`src/rtl/kds_pkg.sv`:
```
`default_nettype none

package kds_pkg;

	// ----------------------------------------------------------------
	// register map (byte addresses)
	// ----------------------------------------------------------------
	localparam logic [7:0] ADDR_MODE = 8'h00;
	localparam logic [7:0] ADDR_PRESCALE = 8'h04;
	localparam logic [7:0] ADDR_BLANK = 8'h08;
	localparam logic [7:0] ADDR_CLEAR = 8'h0C;
	localparam logic [7:0] ADDR_RAM_PTR = 8'h10;
	localparam logic [7:0] ADDR_RAM_DATA = 8'h14;
	localparam logic [7:0] ADDR_FIFO = 8'h18;
	localparam logic [7:0] ADDR_STATUS = 8'h1C;

	// ----------------------------------------------------------------
	// fields and reset values
	// ----------------------------------------------------------------
	localparam logic [2:0] KBD_MODE_RESET = 3'h0;
	localparam logic [1:0] DISP_MODE_RESET = 2'h1;
	localparam int MODE_DISP_LSB = 3;
	localparam logic [4:0] PRESCALE_RESET = 5'h1F;
	localparam logic [4:0] PRESCALE_MIN = 5'h02;
	localparam int BLANK_B_BIT = 0;
	localparam int BLANK_A_BIT = 1;
	localparam int INHIBIT_B_BIT = 2;
	localparam int INHIBIT_A_BIT = 3;
	localparam int CLEAR_EN_BIT = 1;
	localparam int CLEAR_SEL_BIT = 0;
	localparam int CLEAR_ENABLE_BIT = 2;
	localparam int RAM_AI_BIT = 4;
	localparam int STATUS_OVR_BIT = 5;
	localparam logic [7:0] CLEAR_FILL_ZERO = 8'h00;
	localparam logic [7:0] CLEAR_FILL_SPACE = 8'h20;
	localparam logic [7:0] CLEAR_FILL_ONES = 8'hFF;

	// ----------------------------------------------------------------
	// timing
	// ----------------------------------------------------------------
	localparam int SCAN_PW_US = 640;
	localparam int REF_INT_CLK_KHZ = 100;
	localparam int PW_TICKS = SCAN_PW_US * REF_INT_CLK_KHZ / 1000;
	localparam int KEY_ROWS = 8;
	localparam int DECODED_ROWS = 4;
	localparam int DEB_SCANS = 2;
	localparam int DEB_ROWS = DEB_SCANS * KEY_ROWS;
	localparam int FIFO_DEPTH = 8;
	localparam int RAM_DEPTH = 16;

endpackage

`default_nettype wire

```
`src/rtl/kds_scanner.sv`:
```
// Our own choices: the APB interface to the registers and the address map.
`default_nettype none

module kds_scanner
(
	// apb slave
	input wire logic pclk,
	input wire logic presetn,
	input wire logic psel,
	input wire logic penable,
	input wire logic pwrite,
	input wire logic [7:0] paddr,
	input wire logic [31:0] pwdata,
	output logic [31:0] prdata,
	output logic pready,
	output logic pslverr,
	// key matrix
	input wire logic [7:0] key_return_in,
	input wire logic shift_key_in,
	input wire logic ctrl_key_in,
	// scan and display
	output logic [3:0] scan_timing_out,
	output logic [3:0] disp_group_a_out,
	output logic [3:0] disp_group_b_out,
	output logic display_blank_n,
	output logic key_irq
);

	// ----------------------------------------------------------------
	// registers
	// ----------------------------------------------------------------
	logic [2:0] keyboard_mode_field;
	logic [1:0] display_mode_field;
	logic [4:0] prescale;
	logic blank_a, blank_b, inhibit_a, inhibit_b;
	logic [3:0] ram_ptr;
	logic ram_ai;
	logic overrun;
	logic disp_live;
	logic [7:0] ram [kds_pkg::RAM_DEPTH];

	logic wr_acc, rd_acc, setup;
	logic clear_go;
	logic [7:0] clear_fill;
	logic ram_wr;

	assign setup = psel & ~penable;
	assign wr_acc = psel & penable & pwrite;
	assign rd_acc = psel & penable & ~pwrite;
	assign pready = 1'b1;
	assign clear_go = wr_acc && paddr == kds_pkg::ADDR_CLEAR && pwdata[kds_pkg::CLEAR_ENABLE_BIT];
	assign ram_wr = wr_acc && paddr == kds_pkg::ADDR_RAM_DATA;

	always_comb
	begin
		unique case (paddr)
			kds_pkg::ADDR_MODE, kds_pkg::ADDR_PRESCALE, kds_pkg::ADDR_BLANK, kds_pkg::ADDR_CLEAR,
			kds_pkg::ADDR_RAM_PTR, kds_pkg::ADDR_RAM_DATA, kds_pkg::ADDR_FIFO, kds_pkg::ADDR_STATUS:
				pslverr = 1'b0;
			default:
				pslverr = psel & penable;
		endcase
	end

	// clear pattern select: 0x -> zeros, 10 -> space code, 11 -> ones
	always_comb
	begin
		if (!pwdata[kds_pkg::CLEAR_EN_BIT])
			clear_fill = kds_pkg::CLEAR_FILL_ZERO;
		else if (!pwdata[kds_pkg::CLEAR_SEL_BIT])
			clear_fill = kds_pkg::CLEAR_FILL_SPACE;
		else
			clear_fill = kds_pkg::CLEAR_FILL_ONES;
	end

	always_ff @(posedge pclk or negedge presetn)
	begin
		if (!presetn)
		begin
			keyboard_mode_field <= kds_pkg::KBD_MODE_RESET;
			display_mode_field <= kds_pkg::DISP_MODE_RESET;
			prescale <= kds_pkg::PRESCALE_RESET;
			blank_a <= 1'b0;
			blank_b <= 1'b0;
			inhibit_a <= 1'b0;
			inhibit_b <= 1'b0;
		end
		else if (wr_acc)
		begin
			if (paddr == kds_pkg::ADDR_MODE)
			begin
				keyboard_mode_field <= pwdata[2:0];
				display_mode_field <= pwdata[kds_pkg::MODE_DISP_LSB +: 2];
			end
			if (paddr == kds_pkg::ADDR_PRESCALE)
				prescale <= pwdata[4:0];
			if (paddr == kds_pkg::ADDR_BLANK)
			begin
				blank_a <= pwdata[kds_pkg::BLANK_A_BIT];
				blank_b <= pwdata[kds_pkg::BLANK_B_BIT];
				inhibit_a <= pwdata[kds_pkg::INHIBIT_A_BIT];
				inhibit_b <= pwdata[kds_pkg::INHIBIT_B_BIT];
			end
		end
	end

	// display ram pointer with optional auto-increment
	always_ff @(posedge pclk or negedge presetn)
	begin
		if (!presetn)
		begin
			ram_ptr <= 4'h0;
			ram_ai <= 1'b0;
		end
		else if (wr_acc && paddr == kds_pkg::ADDR_RAM_PTR)
		begin
			ram_ptr <= pwdata[3:0];
			ram_ai <= pwdata[kds_pkg::RAM_AI_BIT];
		end
		else if (ram_ai && paddr == kds_pkg::ADDR_RAM_DATA && psel && penable)
			ram_ptr <= ram_ptr + 4'h1;
	end

	// group A and B outputs stay low until the first clear has defined the ram
	always_ff @(posedge pclk or negedge presetn)
	begin
		if (!presetn)
			disp_live <= 1'b0;
		else if (clear_go)
			disp_live <= 1'b1;
	end

	// ----------------------------------------------------------------
	// display ram: no reset, only the clear command empties it
	// ----------------------------------------------------------------
	generate
		for (genvar i = 0; i < kds_pkg::RAM_DEPTH; i++)
		begin : g_ram
			always_ff @(posedge pclk)
			begin
				if (clear_go)
					ram[i] <= clear_fill;
				else if (ram_wr && ram_ptr == 4'(i))
				begin
					if (!inhibit_a)
						ram[i][7:4] <= pwdata[7:4];
					if (!inhibit_b)
						ram[i][3:0] <= pwdata[3:0];
				end
			end
		end
	endgenerate

	// ----------------------------------------------------------------
	// input synchronisers, pulled-up lines read low when closed
	// ----------------------------------------------------------------
	logic [9:0] in_s1, in_s2, in_s3, in_f;
	logic [9:0] in_diff;

	assign in_diff = in_s2 ^ in_s3;

	always_ff @(posedge pclk or negedge presetn)
	begin
		if (!presetn)
		begin
			in_s1 <= '1;
			in_s2 <= '1;
			in_s3 <= '1;
			in_f <= '1;
		end
		else
		begin
			in_s1 <= {ctrl_key_in, shift_key_in, key_return_in};
			in_s2 <= in_s1;
			in_s3 <= in_s2;
			in_f <= (in_s2 & ~in_diff) | (in_f & in_diff);
		end
	end

	// ----------------------------------------------------------------
	// prescaler and scan counter
	// ----------------------------------------------------------------
	logic [4:0] pre_cnt;
	logic [4:0] pre_lim;
	logic tick;
	logic [5:0] pw_cnt;
	logic [3:0] scan_cnt;
	logic row_done;

	assign pre_lim = (prescale < kds_pkg::PRESCALE_MIN) ? kds_pkg::PRESCALE_MIN : prescale;
	assign tick = (pre_cnt == pre_lim - 5'h01);
	assign row_done = tick && pw_cnt == 6'(kds_pkg::PW_TICKS - 1);

	always_ff @(posedge pclk or negedge presetn)
	begin
		if (!presetn)
			pre_cnt <= 5'h00;
		else if (tick || pre_cnt >= pre_lim)
			pre_cnt <= 5'h00;
		else
			pre_cnt <= pre_cnt + 5'h01;
	end

	always_ff @(posedge pclk or negedge presetn)
	begin
		if (!presetn)
		begin
			pw_cnt <= 6'h00;
			scan_cnt <= 4'h0;
		end
		else if (row_done)
		begin
			pw_cnt <= 6'h00;
			scan_cnt <= scan_cnt + 4'h1;
		end
		else if (tick)
			pw_cnt <= pw_cnt + 6'h01;
	end

	always_ff @(posedge pclk or negedge presetn)
	begin
		if (!presetn)
			scan_timing_out <= 4'h0;
		else if (keyboard_mode_field[0])
			scan_timing_out <= 4'h1 << scan_cnt[1:0];
		else
			scan_timing_out <= scan_cnt;
	end

	// ----------------------------------------------------------------
	// key debounce, two-key lockout
	// ----------------------------------------------------------------
	logic [63:0] key_down;
	logic [2:0] row;
	logic row_ok;
	logic [7:0] row_closed, new_bits, other_bits;
	logic [2:0] new_col;
	logic has_new;
	logic [5:0] cand;
	logic cand_valid, other_down;
	logic [4:0] deb_cnt;
	logic cand_in_row, still_down, deb_end, lockout, fifo_push;

	assign row = scan_cnt[2:0];
	// decoded mode scans only four rows but keeps the same cycle length
	assign row_ok = !keyboard_mode_field[0] || row < 3'(kds_pkg::DECODED_ROWS);
	assign row_closed = row_ok ? ~in_f[7:0] : 8'h00;
	assign new_bits = row_closed & ~key_down[row * 8 +: 8];
	assign has_new = |new_bits;
	assign lockout = keyboard_mode_field[2:1] == 2'h0;
	assign cand_in_row = cand[5:3] == row;
	assign other_bits = row_closed & ~(cand_in_row ? 8'h01 << cand[2:0] : 8'h00);
	assign still_down = cand_in_row ? row_closed[cand[2:0]] : key_down[cand];
	assign deb_end = cand_valid && deb_cnt == 5'(kds_pkg::DEB_ROWS - 1);
	assign fifo_push = row_done && lockout && !has_new && deb_end && still_down
		&& !other_down && !(|other_bits);

	always_comb
	begin
		new_col = 3'h0;
		for (int c = 0; c < 8; c++)
			if (new_bits[c])
				new_col = 3'(c);
	end

	always_ff @(posedge pclk or negedge presetn)
	begin
		if (!presetn)
			key_down <= '0;
		else if (row_done)
			key_down[row * 8 +: 8] <= row_closed;
	end

	always_ff @(posedge pclk or negedge presetn)
	begin
		if (!presetn)
		begin
			cand <= 6'h00;
			cand_valid <= 1'b0;
			other_down <= 1'b0;
			deb_cnt <= 5'h00;
		end
		else if (row_done && lockout)
		begin
			if (has_new)
			begin
				cand <= {row, new_col};
				cand_valid <= 1'b1;
				deb_cnt <= 5'h00;
				other_down <= |(row_closed & ~(8'h01 << new_col));
			end
			else if (cand_valid)
			begin
				other_down <= other_down | (|other_bits);
				if (deb_end)
					cand_valid <= 1'b0;
				else
					deb_cnt <= deb_cnt + 5'h01;
			end
		end
		else if (!lockout)
			cand_valid <= 1'b0;
	end

	// ----------------------------------------------------------------
	// key fifo
	// ----------------------------------------------------------------
	logic [7:0] fifo_mem [kds_pkg::FIFO_DEPTH];
	logic [2:0] wr_ptr, rd_ptr;
	logic [3:0] fifo_cnt;
	logic fifo_full, fifo_pop, do_push;

	assign fifo_full = fifo_cnt == 4'(kds_pkg::FIFO_DEPTH);
	assign fifo_pop = rd_acc && paddr == kds_pkg::ADDR_FIFO && fifo_cnt != 4'h0;
	assign do_push = fifo_push && !fifo_full;
	assign key_irq = fifo_cnt != 4'h0;

	always_ff @(posedge pclk)
	begin
		if (do_push)
			fifo_mem[wr_ptr] <= {in_f[9], in_f[8], cand};
	end

	always_ff @(posedge pclk or negedge presetn)
	begin
		if (!presetn)
		begin
			wr_ptr <= 3'h0;
			rd_ptr <= 3'h0;
			fifo_cnt <= 4'h0;
		end
		else
		begin
			if (do_push)
				wr_ptr <= wr_ptr + 3'h1;
			if (fifo_pop)
				rd_ptr <= rd_ptr + 3'h1;
			fifo_cnt <= fifo_cnt + 4'(do_push) - 4'(fifo_pop);
		end
	end

	// lost entry flag: a new loss wins over a same-cycle clear
	always_ff @(posedge pclk or negedge presetn)
	begin
		if (!presetn)
			overrun <= 1'b0;
		else if (fifo_push && fifo_full)
			overrun <= 1'b1;
		else if (wr_acc && paddr == kds_pkg::ADDR_STATUS && pwdata[kds_pkg::STATUS_OVR_BIT])
			overrun <= 1'b0;
	end

	// ----------------------------------------------------------------
	// read data, captured in the setup cycle
	// ----------------------------------------------------------------
	always_ff @(posedge pclk or negedge presetn)
	begin
		if (!presetn)
			prdata <= 32'h0;
		else if (setup && !pwrite)
		begin
			unique case (paddr)
				kds_pkg::ADDR_MODE: prdata <= {27'h0, display_mode_field, keyboard_mode_field};
				kds_pkg::ADDR_PRESCALE: prdata <= {27'h0, prescale};
				kds_pkg::ADDR_BLANK: prdata <= {28'h0, inhibit_a, inhibit_b, blank_a, blank_b};
				kds_pkg::ADDR_RAM_PTR: prdata <= {27'h0, ram_ai, ram_ptr};
				kds_pkg::ADDR_RAM_DATA: prdata <= {24'h0, ram[ram_ptr]};
				kds_pkg::ADDR_FIFO: prdata <= {24'h0, fifo_mem[rd_ptr]};
				kds_pkg::ADDR_STATUS: prdata <= {26'h0, overrun, 1'b0, fifo_cnt};
				default: prdata <= 32'h0;
			endcase
		end
	end

	// ----------------------------------------------------------------
	// display outputs
	// ----------------------------------------------------------------
	logic [3:0] digit;

	assign digit = display_mode_field[0] ? scan_cnt : {1'b0, scan_cnt[2:0]};

	always_ff @(posedge pclk or negedge presetn)
	begin
		if (!presetn)
		begin
			disp_group_a_out <= 4'h0;
			disp_group_b_out <= 4'h0;
			display_blank_n <= 1'b1;
		end
		else
		begin
			disp_group_a_out <= (disp_live && !blank_a) ? ram[digit][7:4] : 4'h0;
			disp_group_b_out <= (disp_live && !blank_b) ? ram[digit][3:0] : 4'h0;
			display_blank_n <= !(blank_a && blank_b);
		end
	end

	// ----------------------------------------------------------------
	// assertions
	// ----------------------------------------------------------------
	a_decoded_scan: assert property (@(posedge pclk) disable iff (!presetn)
		keyboard_mode_field[0] && $stable(keyboard_mode_field) |=> scan_timing_out == 4'h1 << $past(scan_cnt[1:0]))
		else $error("decoded scan output wrong");
	a_encoded_scan: assert property (@(posedge pclk) disable iff (!presetn)
		!keyboard_mode_field[0] && $stable(keyboard_mode_field) |=> scan_timing_out == $past(scan_cnt))
		else $error("encoded scan output wrong");
	a_pulse_width: assert property (@(posedge pclk) disable iff (!presetn)
		scan_cnt != $past(scan_cnt) |-> $past(pw_cnt) == 6'(kds_pkg::PW_TICKS - 1) && $past(tick))
		else $error("scan step not at pulse end");
	a_push_end: assert property (@(posedge pclk) disable iff (!presetn)
		fifo_push |-> deb_cnt == 5'(kds_pkg::DEB_ROWS - 1) && row_done && cand_valid)
		else $error("entry before debounce end");
	a_new_restart: assert property (@(posedge pclk) disable iff (!presetn)
		row_done && lockout && has_new |=> deb_cnt == 5'h00 && cand_valid && cand[5:3] == $past(row))
		else $error("new key did not restart debounce");
	a_push_irq: assert property (@(posedge pclk) disable iff (!presetn)
		do_push && !fifo_pop |=> key_irq && fifo_cnt == $past(fifo_cnt) + 4'h1)
		else $error("entry did not raise request");
	a_lone_key: assert property (@(posedge pclk) disable iff (!presetn)
		fifo_push |-> !other_down && still_down && !has_new)
		else $error("key entered with another held");
	a_decoded_rows: assert property (@(posedge pclk) disable iff (!presetn)
		keyboard_mode_field[0] && row >= 3'(kds_pkg::DECODED_ROWS) |-> row_closed == 8'h00)
		else $error("decoded mode scanned upper rows");
	a_dark_reset: assert property (@(posedge pclk) disable iff (!presetn)
		!disp_live |=> disp_group_a_out == 4'h0 && disp_group_b_out == 4'h0)
		else $error("display driven before clear");
	a_nibble_map: assert property (@(posedge pclk) disable iff (!presetn)
		disp_live && !blank_a && !clear_go && !ram_wr |=> disp_group_a_out == $past(ram[digit][7:4]))
		else $error("group A not from high nibble");
	a_blank_out: assert property (@(posedge pclk) disable iff (!presetn)
		blank_a && blank_b |=> !display_blank_n)
		else $error("blank output not low");

	c_key_entered: cover property (@(posedge pclk) disable iff (!presetn) do_push);
	c_restart_mid: cover property (@(posedge pclk) disable iff (!presetn) row_done && has_new && cand_valid);
	c_overrun: cover property (@(posedge pclk) disable iff (!presetn) fifo_push && fifo_full);
	c_clear_run: cover property (@(posedge pclk) disable iff (!presetn) clear_go);

endmodule

`default_nettype wire

```
`config.mk`:
```
export PLATFORM = sky130hd
export DESIGN_NAME = kds_scanner
export DESIGN_NICKNAME = d
export VERILOG_FILES = /design/src/rtl/kds_pkg.sv /design/src/rtl/kds_scanner.sv
export SDC_FILE = /design/constraint.sdc
export NUM_CORES = 1
export LEC_CHECK = 0
export ABC_AREA = 1
export BUFFER_PORTS_ARGS = -buffer_cell sky130_fd_sc_hd__buf_2
export CAP_MARGIN = 40
export CORE_ASPECT_RATIO = 1.75
export CORE_MARGIN = 1.5
export CORE_UTILIZATION = 38
export CTS_BUF_LIST = sky130_fd_sc_hd__clkbuf_4 sky130_fd_sc_hd__clkbuf_8 sky130_fd_sc_hd__clkbuf_16
export CTS_CLUSTER_SIZE = 24
export DETAILED_ROUTE_END_ITERATION = 16
export PLACE_DENSITY = 0.64
export RECOVER_POWER = 25
export SYNTH_ARGS = -nofsm -noshare
export SYNTH_HDL_FRONTEND = slang
export SYNTH_SLANG_ARGS = --single-unit
```
`constraint.sdc`:
```
create_clock -name pclk -period 9.8 [get_ports pclk]
set_clock_uncertainty 0.1 [all_clocks]
set_input_delay 1.47 -clock pclk [delete_from_list [all_inputs] [get_ports pclk]]
set_output_delay 1.47 -clock pclk [all_outputs]
set_load 0.005 [all_outputs]
```
==> results of run 1 <==
==> worst max path at each step <==
stage	end	startpoint	cells past startpoint	slack, ps
5_1_grt	scan_cnt[0]	presetn	1	3510
3_3_place_gp	pslverr	paddr[1]	9	5090
2_1_floorplan	pslverr	paddr[7]	7	5780
4_1_cts	pslverr	paddr[1]	9	5120
6_report	scan_cnt[0]	presetn	1	4510
3_5_place_dp	pslverr	paddr[1]	9	5130
==> cell families (layout without fill, tap and decap cells) <==
| group | Yosys count | in the layout | synth area share (%) |
|---|---|---|---|
| AO/OA/AOI/OAI | 637 | 637 | 17.9 |
| flip-flops | 376 | 376 | 52.3 |
| AND/OR/NAND/NOR | 840 | 840 | 19.0 |
| multiplexers | 5 | 5 | 0.320 |
| adder cells (fa/ha/maj) | 37 | 37 | 2.23 |
| other | 2 | 25 | 0.0377 |
| XOR/XNOR | 20 | 20 | 0.916 |
| buffers and inverters | 329 | 324 | 7.28 |
==> layer usage <==
| layer | vias up | track usage [%] |
|---|---|---|
| met4 | 0 | 14.5 |
| met3 | 206 | 2.46 |
| li1 | 7732 | - |
| met5 | - | 0 |
| met2 | 695 | 40.6 |
| met1 | 8125 | 25.1 |
==> per-stage QoR <==
| stage | util (%) | hold slack [ps] | std cells | setup WS [ps] |
|---|---|---|---|---|
| 3_3_place_gp | 39.7 | 246 | 2857 | 5090 |
| 2_1_floorplan | - | 245 | 2269 | 5780 |
| 6_report | 42.5 | 248 | 2936 | 4510 |
| 3_5_place_dp | 40.1 | 247 | 2867 | 5130 |
| 4_1_cts | 42.5 | 253 | 2935 | 5120 |
| 5_1_grt | 42.5 | 256 | 2936 | 3510 |
==> cell type report <==
cell class,instances,area [um^2]
clock inverters,21,184
well taps,672,841
flip-flops and latches,376,10400
repair buffers,76,574
multi-input cells,1564,8160
fillers,5044,29700
inverters,180,689
clock buffers,47,1040
==> flip-flops by register name, summed over array words and instances (netlist names), 5 cells and up, named ones only <==
register / flops
prdata: 8
in_s2: 10
cand: 6
deb_cnt: 5
in_s1: 10
ram: 128
pre_cnt: 5
prescale: 5
fifo_mem: 64
key_down: 64
in_s3: 10
pw_cnt: 6
==> cell usage in the layout (no fill, tap or decap), drive strengths merged, types with 12 or more instances in the layout <==
master / n
nand4: 32
nand3: 151
a22o: 16
o211ai: 17
o41ai: 15
dfrtp: 137
clkbuf: 49
conb: 25
clkinv: 24
a21oi: 129
o22ai: 25
nor3: 34
nand2: 387
inv: 173
xor2: 12
o21ai: 385
ha: 26
dfstp: 47
edfxtp: 192
buf: 74
nor2: 218
==> where the power goes <==
group,switching [W],internal (W),leakage (nW)
clock network,0.000639,0.000811,0.608
registers,0.0000311,0.00170,3.86
logic,0.000209,0.0000990,4.19
total,0.000879,0.00261,8.66
==> flow_metrics.py, run 1 <==
metrics = {
    "logic_synthesis": {
        "synth_area_leaders": "edfxtp_1 29%, dfrtp_1 17%, o21ai_0 9.5%, nand2_1 7.1%, dfstp_2 6.2%",
        "ys_types": 69,
        "ys_seq_elements": 376,
        "postSynthAreaPerCell_um2": 8.88,
        "synth_common_cells": "380 x o21ai_0, 375 x nand2_1, 199 x nor2_1",
        "netlist_instances": 2246,
        "synth_warnings": 0,
        "synthFlopType": "edfxtp_1",
        "synth_top_area_share_pct": 28.9,
        "synthArstFlopShare_pct": 48.9,
        "synthMostInstantiatedCell": "o21ai_0",
        "synth_area_um2": 19900,
        "synth_edf_count": 192,
        "synth_top_area_cell": "edfxtp_1",
        "seq_area_frac_synth_pct": 52.3,
    },
    "hold_path": {
        "min_to": "in_s2[7]",
        "holdCritStartpoint": "in_s1[7]",
        "hold_class": "flop to flop",
        "hold_path_depth": 0,
    },
    "timing": {
        "setup_tns_ps": 0,
        "final_max_slew_viol_count": 76,
        "setup_viol": 0,
        "fmax_ghz": 0.189,
        "worst_pin_slew_ps": 4040,
        "rsz0062_at_grt": "no",
        "relSlewSlack_pct": -169,
        "fin_crit_ps": 5290,
        "period_share_pct": 53.9,
        "hold_violations": 0,
    },
    "detailed_routing": {
        "wl_met3_mm": 3.05,
        "wl_met2_mm": 31.5,
        "vias": 16758,
        "wire_per_inst_um": 20.8,
        "viasPerCell": 5.71,
        "dr.max_layer_used": "met4",
        "drt-total-wl_mm": 61.0,
        "ant_nets": 0,
        "drtPass1Iterations": 6,
        "drt_first_iter_violations": 1673,
        "drc": 0,
        "wl_met1_mm": 22.2,
    },
    "power": {
        "power.density_nw_per_um2": 159,
        "ir_drop_mv": 0.126,
        "p_leak_nw": 8.66,
        "totalPowerFinal_w": 0.00349,
    },
    "setup_path": {
        "crit_required_ps": 8840,
        "crit_path_end_kind": "asynchronous set/reset pin",
        "crit_type": "input port to asynchronous set/reset pin",
        "reg2regPathDepth": 18,
        "timing.rr.end": "fifo_cnt[1]",
        "path_delay_family": "buffers and inverters",
        "crit_buf_inv": 1,
        "start_kind": "input port",
        "r2r_start": "scan_cnt[0]",
        "ff2ff_setup_slack_ps": 5390,
        "cp.arrival_ps": 4330,
        "cp_slowest_stage_delay_ps": 2780,
        "path_cells": "clkbuf_1",
        "cp_max_fo": 75,
        "cpMaxStageDelayCell": "clkbuf_1",
    },
    "clocking": {
        "cts_resized": 0,
        "cts.sinks": 376,
        "postCtsSetupRepairBufs": 0,
        "cts-buffers-inserted": 37,
        "h-tree-depth": 2,
        "clockRootBuffer": "clkbuf_16",
        "clk_pin_slew_ps": 70,
        "postCtsHoldBufs": 0,
        "cts_tree": "done",
        "insertion_delay_ps": 560,
        "clk_path_buf_depth": 3,
    },
    "final_layout": {
        "syn2layout_area_growth_pct": 9.91,
        "nets": 2317,
        "drive_gt1_share_pct": 11.2,
        "stdcell_area_um2": 21900,
        "n_antenna_cell": 0,
    },
    "floorplanning": {
        "core-area_um2": 51600,
        "die_x_um": 176,
        "chipHeight_um": 306,
        "rows": 110,
        "initial_utilization_pct": 38.6,
        "die_area_um2": 53900,
        "pin_count": 103,
    },
    "placed_design": {
        "placedInstanceArea_um2": 20700,
        "dp.final_hpwl_mm": 42.8,
        "port_buffers": 53,
        "finalWeightedCongestion": 0.948,
    },
    "global_routing": {
        "grt_max_degree": 85,
        "antenna_found_initial": 0,
        "globalRouteTotalUtil_pct": 22.6,
        "grt-ovfl-total": 0,
        "grt_pass1_wl_mm": 93.6,
        "grt_pass1_vias": 16378,
    },
    "run_status": {
        "violations": "capacitance limit, slew limit",
        "outcome": "complete, but fails checks",
    },
    "run": {
        "cap_viol_max_count": 1,
    },
}
No activity file was read; power rests on OpenSTA's default activity.
==> inputs of run 2 (changes only) <==
==> constraint.sdc (replaced) <==
create_clock -name pclk -period 5.2 [get_ports pclk]
set_clock_uncertainty 0.1 [all_clocks]
set_input_delay 0.78 -clock pclk [delete_from_list [all_inputs] [get_ports pclk]]
set_output_delay 0.78 -clock pclk [all_outputs]
set_load 0.005 [all_outputs]
==> flow_metrics.py, run 2 (synthesis gave the netlist of run 1 again) <==
metrics = {
    "run_status": {
        "outcome": "complete, but fails checks",
        "violations": "capacitance limit, slew limit",
    },
    "final_layout": {
        "nets": 2325,
        "largest_reg_flops": 128,
        "stdcell_area_um2": 22000,
        "final_cell_mix": "380 x o21ai_0, 375 x nand2_1, 197 x nor2_1, 192 x edfxtp_1, 160 x inv_1",
        "final_common_cell": "o21ai_0",
        "final_cells": 2943,
        "syn2layout_area_growth_pct": 10.1,
        "n_antenna_cell": 0,
        "drive_gt1_share_pct": 11.5,
        "top_register": "ram",
        "reg.largest.list": "ram: 128 flops, fifo_mem: 64 flops, key_down: 64 flops",
    },
    "global_routing": {
        "use_met1_pct": 25.2,
        "grt-ovfl-total": 0,
        "grt_pass1_vias": 16953,
        "grt_pass1_wl_mm": 96.2,
        "use_met2_pct": 42.4,
        "gr-usage-met3_pct": 2.84,
        "globalRouteTotalUtil_pct": 23.3,
        "grt_max_degree": 109,
        "antenna_found_initial": 0,
        "grt-busiest-layer": "met2",
    },
    "detailed_routing": {
        "ant_nets": 0,
        "viasPerCell": 5.77,
        "drt-total-wl_mm": 62.8,
        "drtPass1Iterations": 5,
        "vias": 16992,
        "wire_per_inst_um": 21.3,
        "drt_first_iter_violations": 1663,
        "drc": 0,
    },
    "floorplanning": {
        "die_area_um2": 53900,
        "initial_utilization_pct": 38.6,
        "die_x_um": 176,
        "core-area_um2": 51600,
        "rows": 110,
        "chipHeight_um": 306,
        "pin_count": 103,
    },
    "timing": {
        "rsz0062_at_grt": "no",
        "setup_tns_ps": 0,
        "fmax_ghz": 0.243,
        "fin_crit_ps": 4110,
        "setup_viol": 0,
        "final_max_slew_viol_count": 109,
        "relSlewSlack_pct": -87.9,
        "period_share_pct": 79.0,
        "hold_violations": 0,
        "worst_pin_slew_ps": 2820,
        "hold_ws_ps": 225,
    },
    "clocking": {
        "clockRootBuffer": "clkbuf_16",
        "cts_resized": 0,
        "postCtsSetupRepairBufs": 0,
        "h-tree-depth": 2,
        "clk_pin_slew_ps": 70,
        "cts-buffers-inserted": 37,
        "cts.sinks": 376,
        "postCtsHoldBufs": 1,
        "cts_tree": "done",
        "clk_path_buf_depth": 3,
        "insertion_delay_ps": 550,
    },
    "placed_design": {
        "port_buffers": 53,
        "placedInstanceArea_um2": 20700,
        "dp_cells": 2875,
        "finalWeightedCongestion": 0.970,
        "dp.final_hpwl_mm": 43.6,
    },
    "run": {
        "cap_viol_max_count": 1,
    },
    "power": {
        "ir_drop_mv": 0.202,
        "power.density_nw_per_um2": 305,
        "p_leak_nw": 8.65,
        "totalPowerFinal_w": 0.00670,
    },
    "setup_path": {
        "cp_max_fo": 48,
        "crit_path_end_kind": "flop",
        "cp.arrival_ps": 4460,
        "crit_required_ps": 5550,
        "start_kind": "flop",
        "crit_type": "flop to flop",
    },
    "hold_path": {
        "hold_class": "input port to flop",
    },
}
run 2: path summary, 6_finish.rpt:
kind | start | end | slack, ps | depth (start not counted)
setup / recovery | scan_cnt[0] | fifo_cnt[1] | 1090 | 18
hold / removal | shift_key_in | in_s1[8] | 230 | 1
setup reg to reg | scan_cnt[0] | fifo_cnt[1] | 1090 | 18
hold reg to reg | in_s2[8] | in_s3[8] | 240 | 0
max in group asynchronous | presetn | scan_cnt[0] | 1190 | 3
min in group asynchronous | presetn | disp_group_b_out[2] | 500 | 2
run 2: power breakdown:
part | internal, W | switching [W] | total [W]
registers | 0.00321 | 0.0000587 | 0.00327
clock network | 0.00163 | 0.00124 | 0.00286
logic | 0.000183 | 0.000387 | 0.000570
run 2: final cells by class:
class                   count  area, um^2
flip-flops and latches    376       10400
clock inverters            21         211
fillers                  5019       29600
inverters                 180         689
multi-input cells        1564        8160
clock buffers              46        1060
repair buffers             84         564
well taps                 672         841
run 2: per-stage QoR:
| stage | worst slack (ps) | util (%) |
|---|---|---|
| after detailed placement | 1170 | 40.1 |
| after floorplan | 1800 | - |
| final | 1090 | 42.6 |
| after global placement | 1200 | 39.8 |
| after global routing | 461 | 42.6 |
| after CTS | 1150 | 42.6 |
run 2: per-layer routing:
| layer | part of all wire, % | wire [um] | vias up |
|---|---|---|---|
| li1 | - | - | 7756 |
| met2 | 52 | 32800 | 743 |
| met4 | 7.0 | 4360 | 0 |
| met3 | 5.5 | 3450 | 245 |
| met5 | 0 | 0 | - |
| met1 | 35 | 22200 | 8248 |
run 2: worst max-delay path: stages, from the launching register on:
cell     delay [ps]
dfrtp_4         700
inv_2           640
nand2_1         110
nand3_1         170
nand3_1         180
nand3_2         150
nand2_2          90
nor2_4          150
nand2_2         120
inv_4           150
nand2_4          80
nor2_8          160
nand3_4         110
ha_1            290
inv_1            60
ha_1            160
inv_1            50
fa_1            480
inv_1            40
